File: src/fflb_defs.svh
// Reset values shared by the storage bank modules.
`ifndef FFLB_DEFS_SVH
`define FFLB_DEFS_SVH
`define FFLB_STATE_RST 1'b0
`define FFLB_Q_RST 1'b0
`define FFLB_QN_RST 1'b1
`define FFLB_PREV_RST 1'b0
`define FFLB_PRIMED_RST 1'b0
`endif

File: src/fflb_pkg.sv
// Types and helpers shared by the storage bank modules.
package fflb_pkg;
	typedef enum logic [1:0] {
		FFLB_JK_HOLD,
		FFLB_JK_CLEAR,
		FFLB_JK_SET,
		FFLB_JK_TOGGLE
	} fflb_jk_t;

	function automatic fflb_jk_t fflb_jk_decode(input logic j, input logic k);
		fflb_jk_t a;
		unique case ({j, k})
			2'b00: a = FFLB_JK_HOLD;
			2'b01: a = FFLB_JK_CLEAR;
			2'b10: a = FFLB_JK_SET;
			2'b11: a = FFLB_JK_TOGGLE;
		endcase
		return a;
	endfunction : fflb_jk_decode

	function automatic logic fflb_jk_next(input logic q, input logic j,
			input logic k);
		logic n;
		unique case (fflb_jk_decode(j, k))
			FFLB_JK_HOLD: n = q;
			FFLB_JK_CLEAR: n = 1'b0;
			FFLB_JK_SET: n = 1'b1;
			FFLB_JK_TOGGLE: n = ~q;
		endcase
		return n;
	endfunction : fflb_jk_next
endpackage : fflb_pkg

File: src/fflb_latch_if.sv
// Connection between the bank top and one gated latch group.
`timescale 1ns/1ps
`default_nettype none
interface fflb_latch_if #(parameter int N = 4);
	logic gate;
	logic preset_n;
	logic async_clear_n;
	logic [N-1:0] set_in;
	logic [N-1:0] reset_in;
	logic [N-1:0] q;
	logic [N-1:0] q_n;
	logic unstable;
	modport bank (output gate, output preset_n, output async_clear_n,
		output set_in, output reset_in, input q, input q_n, input unstable);
	modport latch (input gate, input preset_n, input async_clear_n,
		input set_in, input reset_in, output q, output q_n,
		output unstable);
endinterface : fflb_latch_if
`default_nettype wire

File: src/fflb_bank.sv
// Bank of edge registers and gated latches sampled on the system clock.
`timescale 1ns/1ps
`default_nettype none
`include "fflb_defs.svh"
// Summary of operation
// - Clear low forces true 0 and inverted 1, preset low forces true 1 and inverted 0, ignoring clock and data.
// - Preset and clear both low drive both outputs to 1 and raise the unstable flag.
// - The rising-edge D register loads data on a rising clock and holds on a static clock.
// - The falling-edge J-K register holds, clears, sets or toggles on a falling clock by J and K.
// - The dual-edge D register captures on each edge whose enable is 1 and holds otherwise.
// - The dual-edge J-K register applies the J-K action on each edge whose enable is 1 and holds otherwise.
// - Preset and clear of the dual-edge registers work as on the others and beat clock and enables.
// - The latch part comes as exactly two groups, a set-reset latch and a D latch.
// - With gate 1 the set-reset latch holds, resets, sets, or shows both outputs 1 for S and R both 1; gate 0 holds.
// - The D latch follows its data while the gate is 1 and holds while it is 0.
// - Preset, clear and gate of a latch group are shared by all its bits.
// - The bit count of a latch group is a build parameter that sizes its vectors.
module fflb_bank #(
	parameter int RW = 4,
	parameter int LW = 4
) (
	input wire logic mclk,
	input wire logic rstn,
	input wire logic rd_clk,
	input wire logic rd_preset_n,
	input wire logic rd_async_clear_n,
	input wire logic [RW-1:0] rd_d,
	output logic [RW-1:0] rd_q,
	output logic [RW-1:0] rd_q_n,
	output logic rd_unstable,
	input wire logic fj_clk,
	input wire logic fj_preset_n,
	input wire logic fj_async_clear_n,
	input wire logic [RW-1:0] fj_j,
	input wire logic [RW-1:0] fj_k,
	output logic [RW-1:0] fj_q,
	output logic [RW-1:0] fj_q_n,
	output logic fj_unstable,
	input wire logic dd_clk,
	input wire logic dd_rise_edge_enable,
	input wire logic dd_fall_edge_enable,
	input wire logic dd_preset_n,
	input wire logic dd_async_clear_n,
	input wire logic [RW-1:0] dd_d,
	output logic [RW-1:0] dd_q,
	output logic [RW-1:0] dd_q_n,
	output logic dd_unstable,
	input wire logic dj_clk,
	input wire logic dj_rise_edge_enable,
	input wire logic dj_fall_edge_enable,
	input wire logic dj_preset_n,
	input wire logic dj_async_clear_n,
	input wire logic [RW-1:0] dj_j,
	input wire logic [RW-1:0] dj_k,
	output logic [RW-1:0] dj_q,
	output logic [RW-1:0] dj_q_n,
	output logic dj_unstable,
	input wire logic sr_gate,
	input wire logic sr_preset_n,
	input wire logic sr_async_clear_n,
	input wire logic [LW-1:0] sr_set,
	input wire logic [LW-1:0] sr_reset,
	output logic [LW-1:0] sr_q,
	output logic [LW-1:0] sr_q_n,
	output logic sr_unstable,
	input wire logic dl_gate,
	input wire logic dl_preset_n,
	input wire logic dl_async_clear_n,
	input wire logic [LW-1:0] dl_d,
	output logic [LW-1:0] dl_q,
	output logic [LW-1:0] dl_q_n,
	output logic dl_unstable
);
	import fflb_pkg::*;

	typedef struct packed {
		logic [RW-1:0] st;
		logic [RW-1:0] q;
		logic [RW-1:0] q_n;
		logic unst;
		logic prev;
		logic primed;
	} fflb_reg_t;

	typedef struct packed {
		fflb_reg_t rd;
		fflb_reg_t fj;
		fflb_reg_t dd;
		fflb_reg_t dj;
	} fflb_bank_t;

	localparam fflb_reg_t REG_RST = '{st: {RW{`FFLB_STATE_RST}},
		q: {RW{`FFLB_Q_RST}}, q_n: {RW{`FFLB_QN_RST}}, unst: 1'b0,
		prev: `FFLB_PREV_RST, primed: `FFLB_PRIMED_RST};

	fflb_bank_t s;
	fflb_bank_t next_s;

	// One step of a register group. A D register is run as a J-K register
	// with K the inverse of J, so every variant shares one action table.
	// No edge is seen on the first sample after reset, since the clock level
	// before it is unknown and a high level must not pass for a rising edge.
	function automatic fflb_reg_t step(input fflb_reg_t cur,
			input logic clk, input logic pre_n, input logic clr_n,
			input logic rise_en, input logic fall_en,
			input logic [RW-1:0] j, input logic [RW-1:0] k);
		fflb_reg_t nx;
		logic fire;
		nx = cur;
		fire = cur.primed && ((rise_en && !cur.prev && clk)
			|| (fall_en && cur.prev && !clk));
		nx.prev = clk;
		nx.primed = 1'b1;
		nx.unst = !pre_n && !clr_n;
		if (nx.unst) begin
			nx.st = '1;
		end else if (!clr_n) begin
			nx.st = '0;
		end else if (!pre_n) begin
			nx.st = '1;
		end else if (fire) begin
			for (int i = 0; i < RW; i++) begin
				nx.st[i] = fflb_jk_next(cur.st[i], j[i], k[i]);
			end
		end
		nx.q = nx.st | {RW{nx.unst}};
		nx.q_n = ~nx.st | {RW{nx.unst}};
		return nx;
	endfunction : step

	always_comb begin
		next_s.rd = step(s.rd, rd_clk, rd_preset_n, rd_async_clear_n,
			1'b1, 1'b0, rd_d, ~rd_d);
		next_s.fj = step(s.fj, fj_clk, fj_preset_n, fj_async_clear_n,
			1'b0, 1'b1, fj_j, fj_k);
		next_s.dd = step(s.dd, dd_clk, dd_preset_n, dd_async_clear_n,
			dd_rise_edge_enable, dd_fall_edge_enable, dd_d, ~dd_d);
		next_s.dj = step(s.dj, dj_clk, dj_preset_n, dj_async_clear_n,
			dj_rise_edge_enable, dj_fall_edge_enable, dj_j, dj_k);
	end

	always_ff @(posedge mclk or negedge rstn) begin
		if (!rstn) begin
			s <= '{rd: REG_RST, fj: REG_RST, dd: REG_RST, dj: REG_RST};
		end else begin
			s <= next_s;
		end
	end

	assign rd_q = s.rd.q;
	assign rd_q_n = s.rd.q_n;
	assign rd_unstable = s.rd.unst;
	assign fj_q = s.fj.q;
	assign fj_q_n = s.fj.q_n;
	assign fj_unstable = s.fj.unst;
	assign dd_q = s.dd.q;
	assign dd_q_n = s.dd.q_n;
	assign dd_unstable = s.dd.unst;
	assign dj_q = s.dj.q;
	assign dj_q_n = s.dj.q_n;
	assign dj_unstable = s.dj.unst;

	// Exactly two latch groups: set-reset, and D built as set-reset with
	// reset the inverse of set, which reaches the unstable state only with preset and clear both low.
	fflb_latch_if #(.N(LW)) sr_if ();
	fflb_latch_if #(.N(LW)) dl_if ();

	assign sr_if.gate = sr_gate;
	assign sr_if.preset_n = sr_preset_n;
	assign sr_if.async_clear_n = sr_async_clear_n;
	assign sr_if.set_in = sr_set;
	assign sr_if.reset_in = sr_reset;
	assign sr_q = sr_if.q;
	assign sr_q_n = sr_if.q_n;
	assign sr_unstable = sr_if.unstable;

	assign dl_if.gate = dl_gate;
	assign dl_if.preset_n = dl_preset_n;
	assign dl_if.async_clear_n = dl_async_clear_n;
	assign dl_if.set_in = dl_d;
	assign dl_if.reset_in = ~dl_d;
	assign dl_q = dl_if.q;
	assign dl_q_n = dl_if.q_n;
	assign dl_unstable = dl_if.unstable;

	fflb_latch #(.N(LW)) u_sr_latch (
		.mclk(mclk),
		.rstn(rstn),
		.lif(sr_if)
	);

	fflb_latch #(.N(LW)) u_d_latch (
		.mclk(mclk),
		.rstn(rstn),
		.lif(dl_if)
	);
endmodule : fflb_bank
`default_nettype wire

File: src/fflb_latch.sv
// Gated set-reset latch group with shared preset, clear and gate.
`timescale 1ns/1ps
`default_nettype none
`include "fflb_defs.svh"
module fflb_latch #(
	parameter int N = 4
) (
	input wire logic mclk,
	input wire logic rstn,
	fflb_latch_if.latch lif
);
	import fflb_pkg::*;

	typedef struct packed {
		logic [N-1:0] st;
		logic [N-1:0] both;
		logic [N-1:0] q;
		logic [N-1:0] q_n;
		logic unst;
	} fflb_latch_t;

	localparam fflb_latch_t RST = '{st: {N{`FFLB_STATE_RST}},
		both: '0, q: {N{`FFLB_Q_RST}}, q_n: {N{`FFLB_QN_RST}}, unst: 1'b0};

	fflb_latch_t s;
	fflb_latch_t next_s;

	// Gate, preset and clear are one wire each for every bit.
	always_comb begin
		next_s = s;
		next_s.both = '0;
		if (!lif.preset_n && !lif.async_clear_n) begin
			next_s.st = '1;
			next_s.both = '1;
		end else if (!lif.async_clear_n) begin
			next_s.st = '0;
		end else if (!lif.preset_n) begin
			next_s.st = '1;
		end else if (lif.gate) begin
			next_s.st = lif.set_in | (s.st & ~lif.reset_in);
			next_s.both = lif.set_in & lif.reset_in;
		end
		next_s.q = next_s.st | next_s.both;
		next_s.q_n = ~next_s.st | next_s.both;
		next_s.unst = |next_s.both;
	end

	always_ff @(posedge mclk or negedge rstn) begin
		if (!rstn) begin
			s <= RST;
		end else begin
			s <= next_s;
		end
	end

	assign lif.q = s.q;
	assign lif.q_n = s.q_n;
	assign lif.unstable = s.unst;
endmodule : fflb_latch
`default_nettype wire

File: config.mk
export PLATFORM = sky130hd
export DESIGN_NAME = fflb_bank
export DESIGN_NICKNAME = d
export VERILOG_FILES = /design/src/fflb_pkg.sv /design/src/fflb_latch_if.sv /design/src/fflb_bank.sv /design/src/fflb_latch.sv
export VERILOG_INCLUDE_DIRS = /design/src
export SDC_FILE = /design/constraint.sdc
export NUM_CORES = 1
export LEC_CHECK = 0
export ABC_AREA = 1
export BUFFER_PORTS_ARGS = -buffer_cell sky130_fd_sc_hd__buf_2
export CAP_MARGIN = 25
export CELL_PAD_IN_SITES_DETAIL_PLACEMENT = 0
export CELL_PAD_IN_SITES_GLOBAL_PLACEMENT = 2
export CORE_AREA = 2 2 111 113
export DETAILED_ROUTE_END_ITERATION = 8
export DIE_AREA = 0 0 113 115
export PLACE_DENSITY = 0.85
export SLEW_MARGIN = 15
export SYNTH_ARGS = -nofsm -noshare
export SYNTH_HDL_FRONTEND = slang
export SYNTH_HIERARCHICAL = 1
export SYNTH_SLANG_ARGS = --single-unit
File: constraint.sdc
create_clock -name mclk -period 2.3 [get_ports mclk]
set_input_delay 0.115 -clock mclk [delete_from_list [all_inputs] [get_ports mclk]]
set_output_delay 0.115 -clock mclk [all_outputs]
set_load 0.02 [all_outputs]
# Word level (Yosys, flattened, before mapping)
# Index checks and enable logic that the tools add are counted.
# W data, S select, Z words.
[totals]
regBits = 83
input_bits = 60
[op_classes]
n_reduce_logical = 74
bitwise = 45
mux = 124
eq_ne = 96
[op_table]
columns = ["op", "n"]
rows = [
  ["$eq A2 B2 Y1 const B", 64],
  ["$mux W2", 64],
  ["$pmux W2 S4", 16],
  ["$mux W4", 24],
  ["$eq A2 B1 Y1 const B", 32],
  ["$logic_not A2 Y1", 32],
  ["$pmux W1 S4", 16],
  ["$or A4 B4 Y4", 14],
  ["$not A4 Y4", 11],
  ["$mux W8", 4],
  ["$logic_and A1 B1 Y1", 20],
  ["$logic_not A1 Y1", 18],
  ["$and A4 B4 Y4", 4],
  ["$not A1 Y1", 16],
  ["$reduce_or A4 Y1", 2],
  ["$logic_or A1 B1 Y1", 2],
]

# Depth between registers and ports, before layout
[depth]
word_depth = 17
depth_mapped = 8
mapped_depth_nobuf = 8

# Hierarchy
# Netlist, hierarchy kept.
[by_module_without_submodules]
columns = ["mod", "cells_each", "seq_area_each_um2", "n_inst", "area_per_inst_um2"]
rows = [
  ["fflb_bank", 286, 1046.0, 1, 2234.6],
  ["fflb_latch", 69, 330.3, 2, 601.8],
]

# Worst setup path before layout
# OpenSTA, ideal clock, no wires.
[synth_timing]
path_type = "flip-flop to flip-flop"
start = "reg s[16] in the netlist's numbering"
end = "reg s, in the netlist dd_q[0]"
stages_incl_launch_ff = 6
setup_time_ns = 0.065
period_less_slack_ns = 1.143
setup_slack_ns = 1.157
t_arrival_ns = 1.078
required_time_ns = 2.235
n_path_buf = 0
cell_sequence = "dfrtp_1 -> o21ai_2 -> nand3_1 -> nand2_1 -> nand3_1 -> nand2_1"
[synth_lines]
columns = ["item", "line_no", "text"]
rows = [
  ["start, declared", "fflb_bank.sv:96", "fflb_bank_t s;"],
  ["start signal, assigned", "fflb_bank.sv:144", "s <= '{rd: REG_RST, fj: REG_RST, dd: REG_RST, dj: REG_RST};"],
  ["start signal, assigned", "fflb_bank.sv:146", "s <= next_s;"],
]

==> summary.md <==
| Metric | Value |
|---|---|
| Status | finished, violations left |
| Violations in the final reports | design-rule violations |
| Flip-flop count of the largest register, all copies and words added | 7 |
| Final setup fails | 0 |
| Setup crit start kind | flip-flop |
| Number of buffers created by CTS | 9 |
| Number of filler cells placed in the layout | 1260 |
| Core ar. | between 10000 and 15000 um^2 |
| Worst setup timing slack at the placement stage | 843 ps |
| Final total negative setup slack | 0 ps |
| CTS max path bufs | 2 |
| Initial DRC Count | approximately 110 |
| Average cell area after synthesis | 8.11 um^2 |
| Most common cell after layout, fill and taps aside | nand2_1 |
| Root buffer selected by CTS | clkbuf_16 |
| Number of failing hold endpoints at the final stage | 0 |
| Sequential fraction of the synthesis area | 49.6% |
| Number of warnings printed during yosys synthesis | 6 |
| Number of buffer cells added on primary ports | between 100 and 150 |
| Wire length of the first global-routing pass | between 10 and 15 mm |
| Share of final-layout standard cells stronger than drive strength 1 | 33.1% |
| Maximum fanout encountered on the critical timing path | 9 |
| Delay contributed by the slowest stage of the critical path | between 300 and 400 ps |
| Post-layout min period | around 1500 ps |
| Number of antenna violations at the first check in global routing | 0 |
| Number of standard cells after synthesis | between 400 and 500 |
| Leakage power | between 0.002 and 0.0025 uW |
| Cell type with the highest aggregate area in the netlist | dfrtp_1 |
| Number of storage elements in the synthesis netlist | between 60 and 70 |
| Category of the worst setup path capture point | flip-flop |
| Boundary pin count | 114 |
| Vias per inst | roughly 4.3 |
| Cells taking the most area after synthesis | dfrtp_1 (31%), dfstp_2 (18%), nand2_1 (15%) |
| Clock tree from TritonCTS | done |
| Layout overhead on the synthesized area | 20.2% |
| Final nets | 551 |
| Clock latency on the worst-skew pair | approximately 330 ps |
| Initial core utilization | 29.1% |
| Critical-path cell with the highest stage delay | dfrtp_1 |
| Worst EP arrival | 1730 ps |
| Clock tree sinks | 67 |
| Library cells used by synthesis | 20 |
| Global router's overall resource usage | about an eighth |
| Number of antenna cells inserted | 0 |
| Final Max Slew Viols | 0 |
| Max-cap violations | 0 |
| Total via count in the routed design | 2749 |
| Vias in the first global route | 2575 |
| Cell area after synthesis | between 3000 and 4000 um^2 |
| Final worst-path cycle share | 63.2% |
| Register name with the most flops | s |
| Worst min path class | primary input to flip-flop |
| Detailed-router iteration count before antenna repair | 6 |
| Worst setup path class | flip-flop to flip-flop |
| DR WL/cell | 12.2 um |
| Remaining Overflow, GRT | 0 |
| Largest net degree at the start of global routing | 68 |
| Overall power after layout | 3310 uW |
| Half-perimeter wire length after detailed placement | between 5 and 6 mm |
| Pin slew with the least headroom to its limit | 857 ps |
| Final GP Congestion | 0.782 |
| H-tree levels | 3 |
| Syn Nets | 484 |
| Synth top area share | 31.3% |
| DRT antenna net count | 0 |
| Die Footprint | 13000 um^2 |
| Final wirelength | roughly 7.8 mm |
| Top library cells by usage in the layout, fill and taps aside | nand2_1 (141), buf_2 (112), nand3_1 (47) |
| Number of remaining DRC errors | 8 |
| Power density of the placed cells | 800 nW/um^2 |
| CP cell instances | o21ai_2 -> nand3_1 -> nand2_1 -> nand3_1 -> nand2_1 |
| Post-cts repair resize count | 0 |
| Required time worst endpoint | 2580 ps |
| Post-layout worst setup margin | 846 ps |
| Chip Height | 115 um |
| Max IR drop VDD | 0.311 mV |
| Number of core rows | 40 |
| Unrepaired setup endpoints after global routing | no |
| Clock Skew | 5.32 ps |
| Clk pin slew, worst setup/hold paths | 60 ps |
| Chip Width | 113 um |
| Worst slew slack as a fraction of its limit | 42.9% |
| Maximum frequency from static timing analysis | a little under 700 MHz |
-- cell type report --
class,instances,area [um^2],share of cell area [%]
tap,147,184,4.45
inverter,35,131,3.18
clock buffer,11,243,5.88
timing repair buffer,120,636,15.4
sequential,67,1710,41.3
clock inverter,4,75.1,1.82
multi-input combinational,258,1160,28.0
-- power breakdown --
part	switching [uW]	internal, uW	total (uW)
Combinational	329	168	497
Clock	509	972	1480
Sequential	35.4	1290	1330
Total	873	2430	3310
-- worst max-delay path, delay by kind of cell (launching register included) --
family | cells | cell delay, ps
AND/OR/NAND/NOR | 4 | 620
flip-flops | 1 | 390
AO/OA/AOI/OAI | 1 | 380
-- metrics by stage --
step	instances	cell area (um^2)	hold WS [ps]	utilization (%)
2_1_floorplan	424	3440	-181	-
3_3_place_gp	621	3750	247	31.8
3_5_place_dp	621	3750	241	31.8
4_1_cts	642	4130	11.1	35.0
5_1_grt	642	4130	41.3	35.0
6_report	642	4130	33.1	35.0
-- routing by layer --
layer  up-vias  global-route usage [%]  wire length, um
li1       1423                       -                -
met3        11                    3.27              369
met4         0                    7.80              196
met1      1251                    16.3             3660
met5         -                       0                0
met2        64                    18.9             3580
-- logic make-up (layout without fill, tap and decap cells) --
group / after synthesis / count (layout) / synth area share [%]
compound gates: 27 / 27 / 4.62
other cells: 1 / 1 / 0.109
simple gates: 230 / 230 / 28.9
flops: 67 / 67 / 49.6
buf+inv: 99 / 170 / 16.7
-- path summary, 6_finish.rpt --
kind | startpoint | endpoint | slack [ps] | cells after the start
max | s[16] | dd_q_n[1] | 850 | 5
min | sr_reset[3] | u_sr_latch/lif.unstable | 30 | 3
max reg2reg | s[16] | dd_q_n[1] | 850 | 5
min reg2reg | s[13] | dj_q_n[2] | 520 | 3
max in group asynchronous | rstn | s[1] | 1310 | 2
min in group asynchronous | rstn | rd_unstable | 450 | 2
-- repair_timing --
item,CTS,global route
hold endpoints to repair,48,0
setup buffers,0,0
hold buffers,6,0
setup endpoints to repair,0,0
-- cell usage after synthesis --
| cell type | instances |
|---|---|
| nor2_4 | 1 |
| a21oi_1 | 2 |
| nand2_1 | 141 |
| o21ai_0 | 16 |
| o21ai_2 | 1 |
| clkbuf_1 | 7 |
| nand4_1 | 11 |
| inv_2 | 1 |
| buf_2 | 4 |
| o211ai_1 | 8 |
| nand2_4 | 2 |
| nor2_1 | 20 |
| dfstp_2 | 24 |
| nand3_1 | 47 |
| nor2_2 | 7 |
| buf_4 | 53 |
| nand3b_1 | 1 |
| conb_1 | 1 |
| dfrtp_1 | 43 |
| inv_1 | 34 |
(Power assumes the default switching activity.)
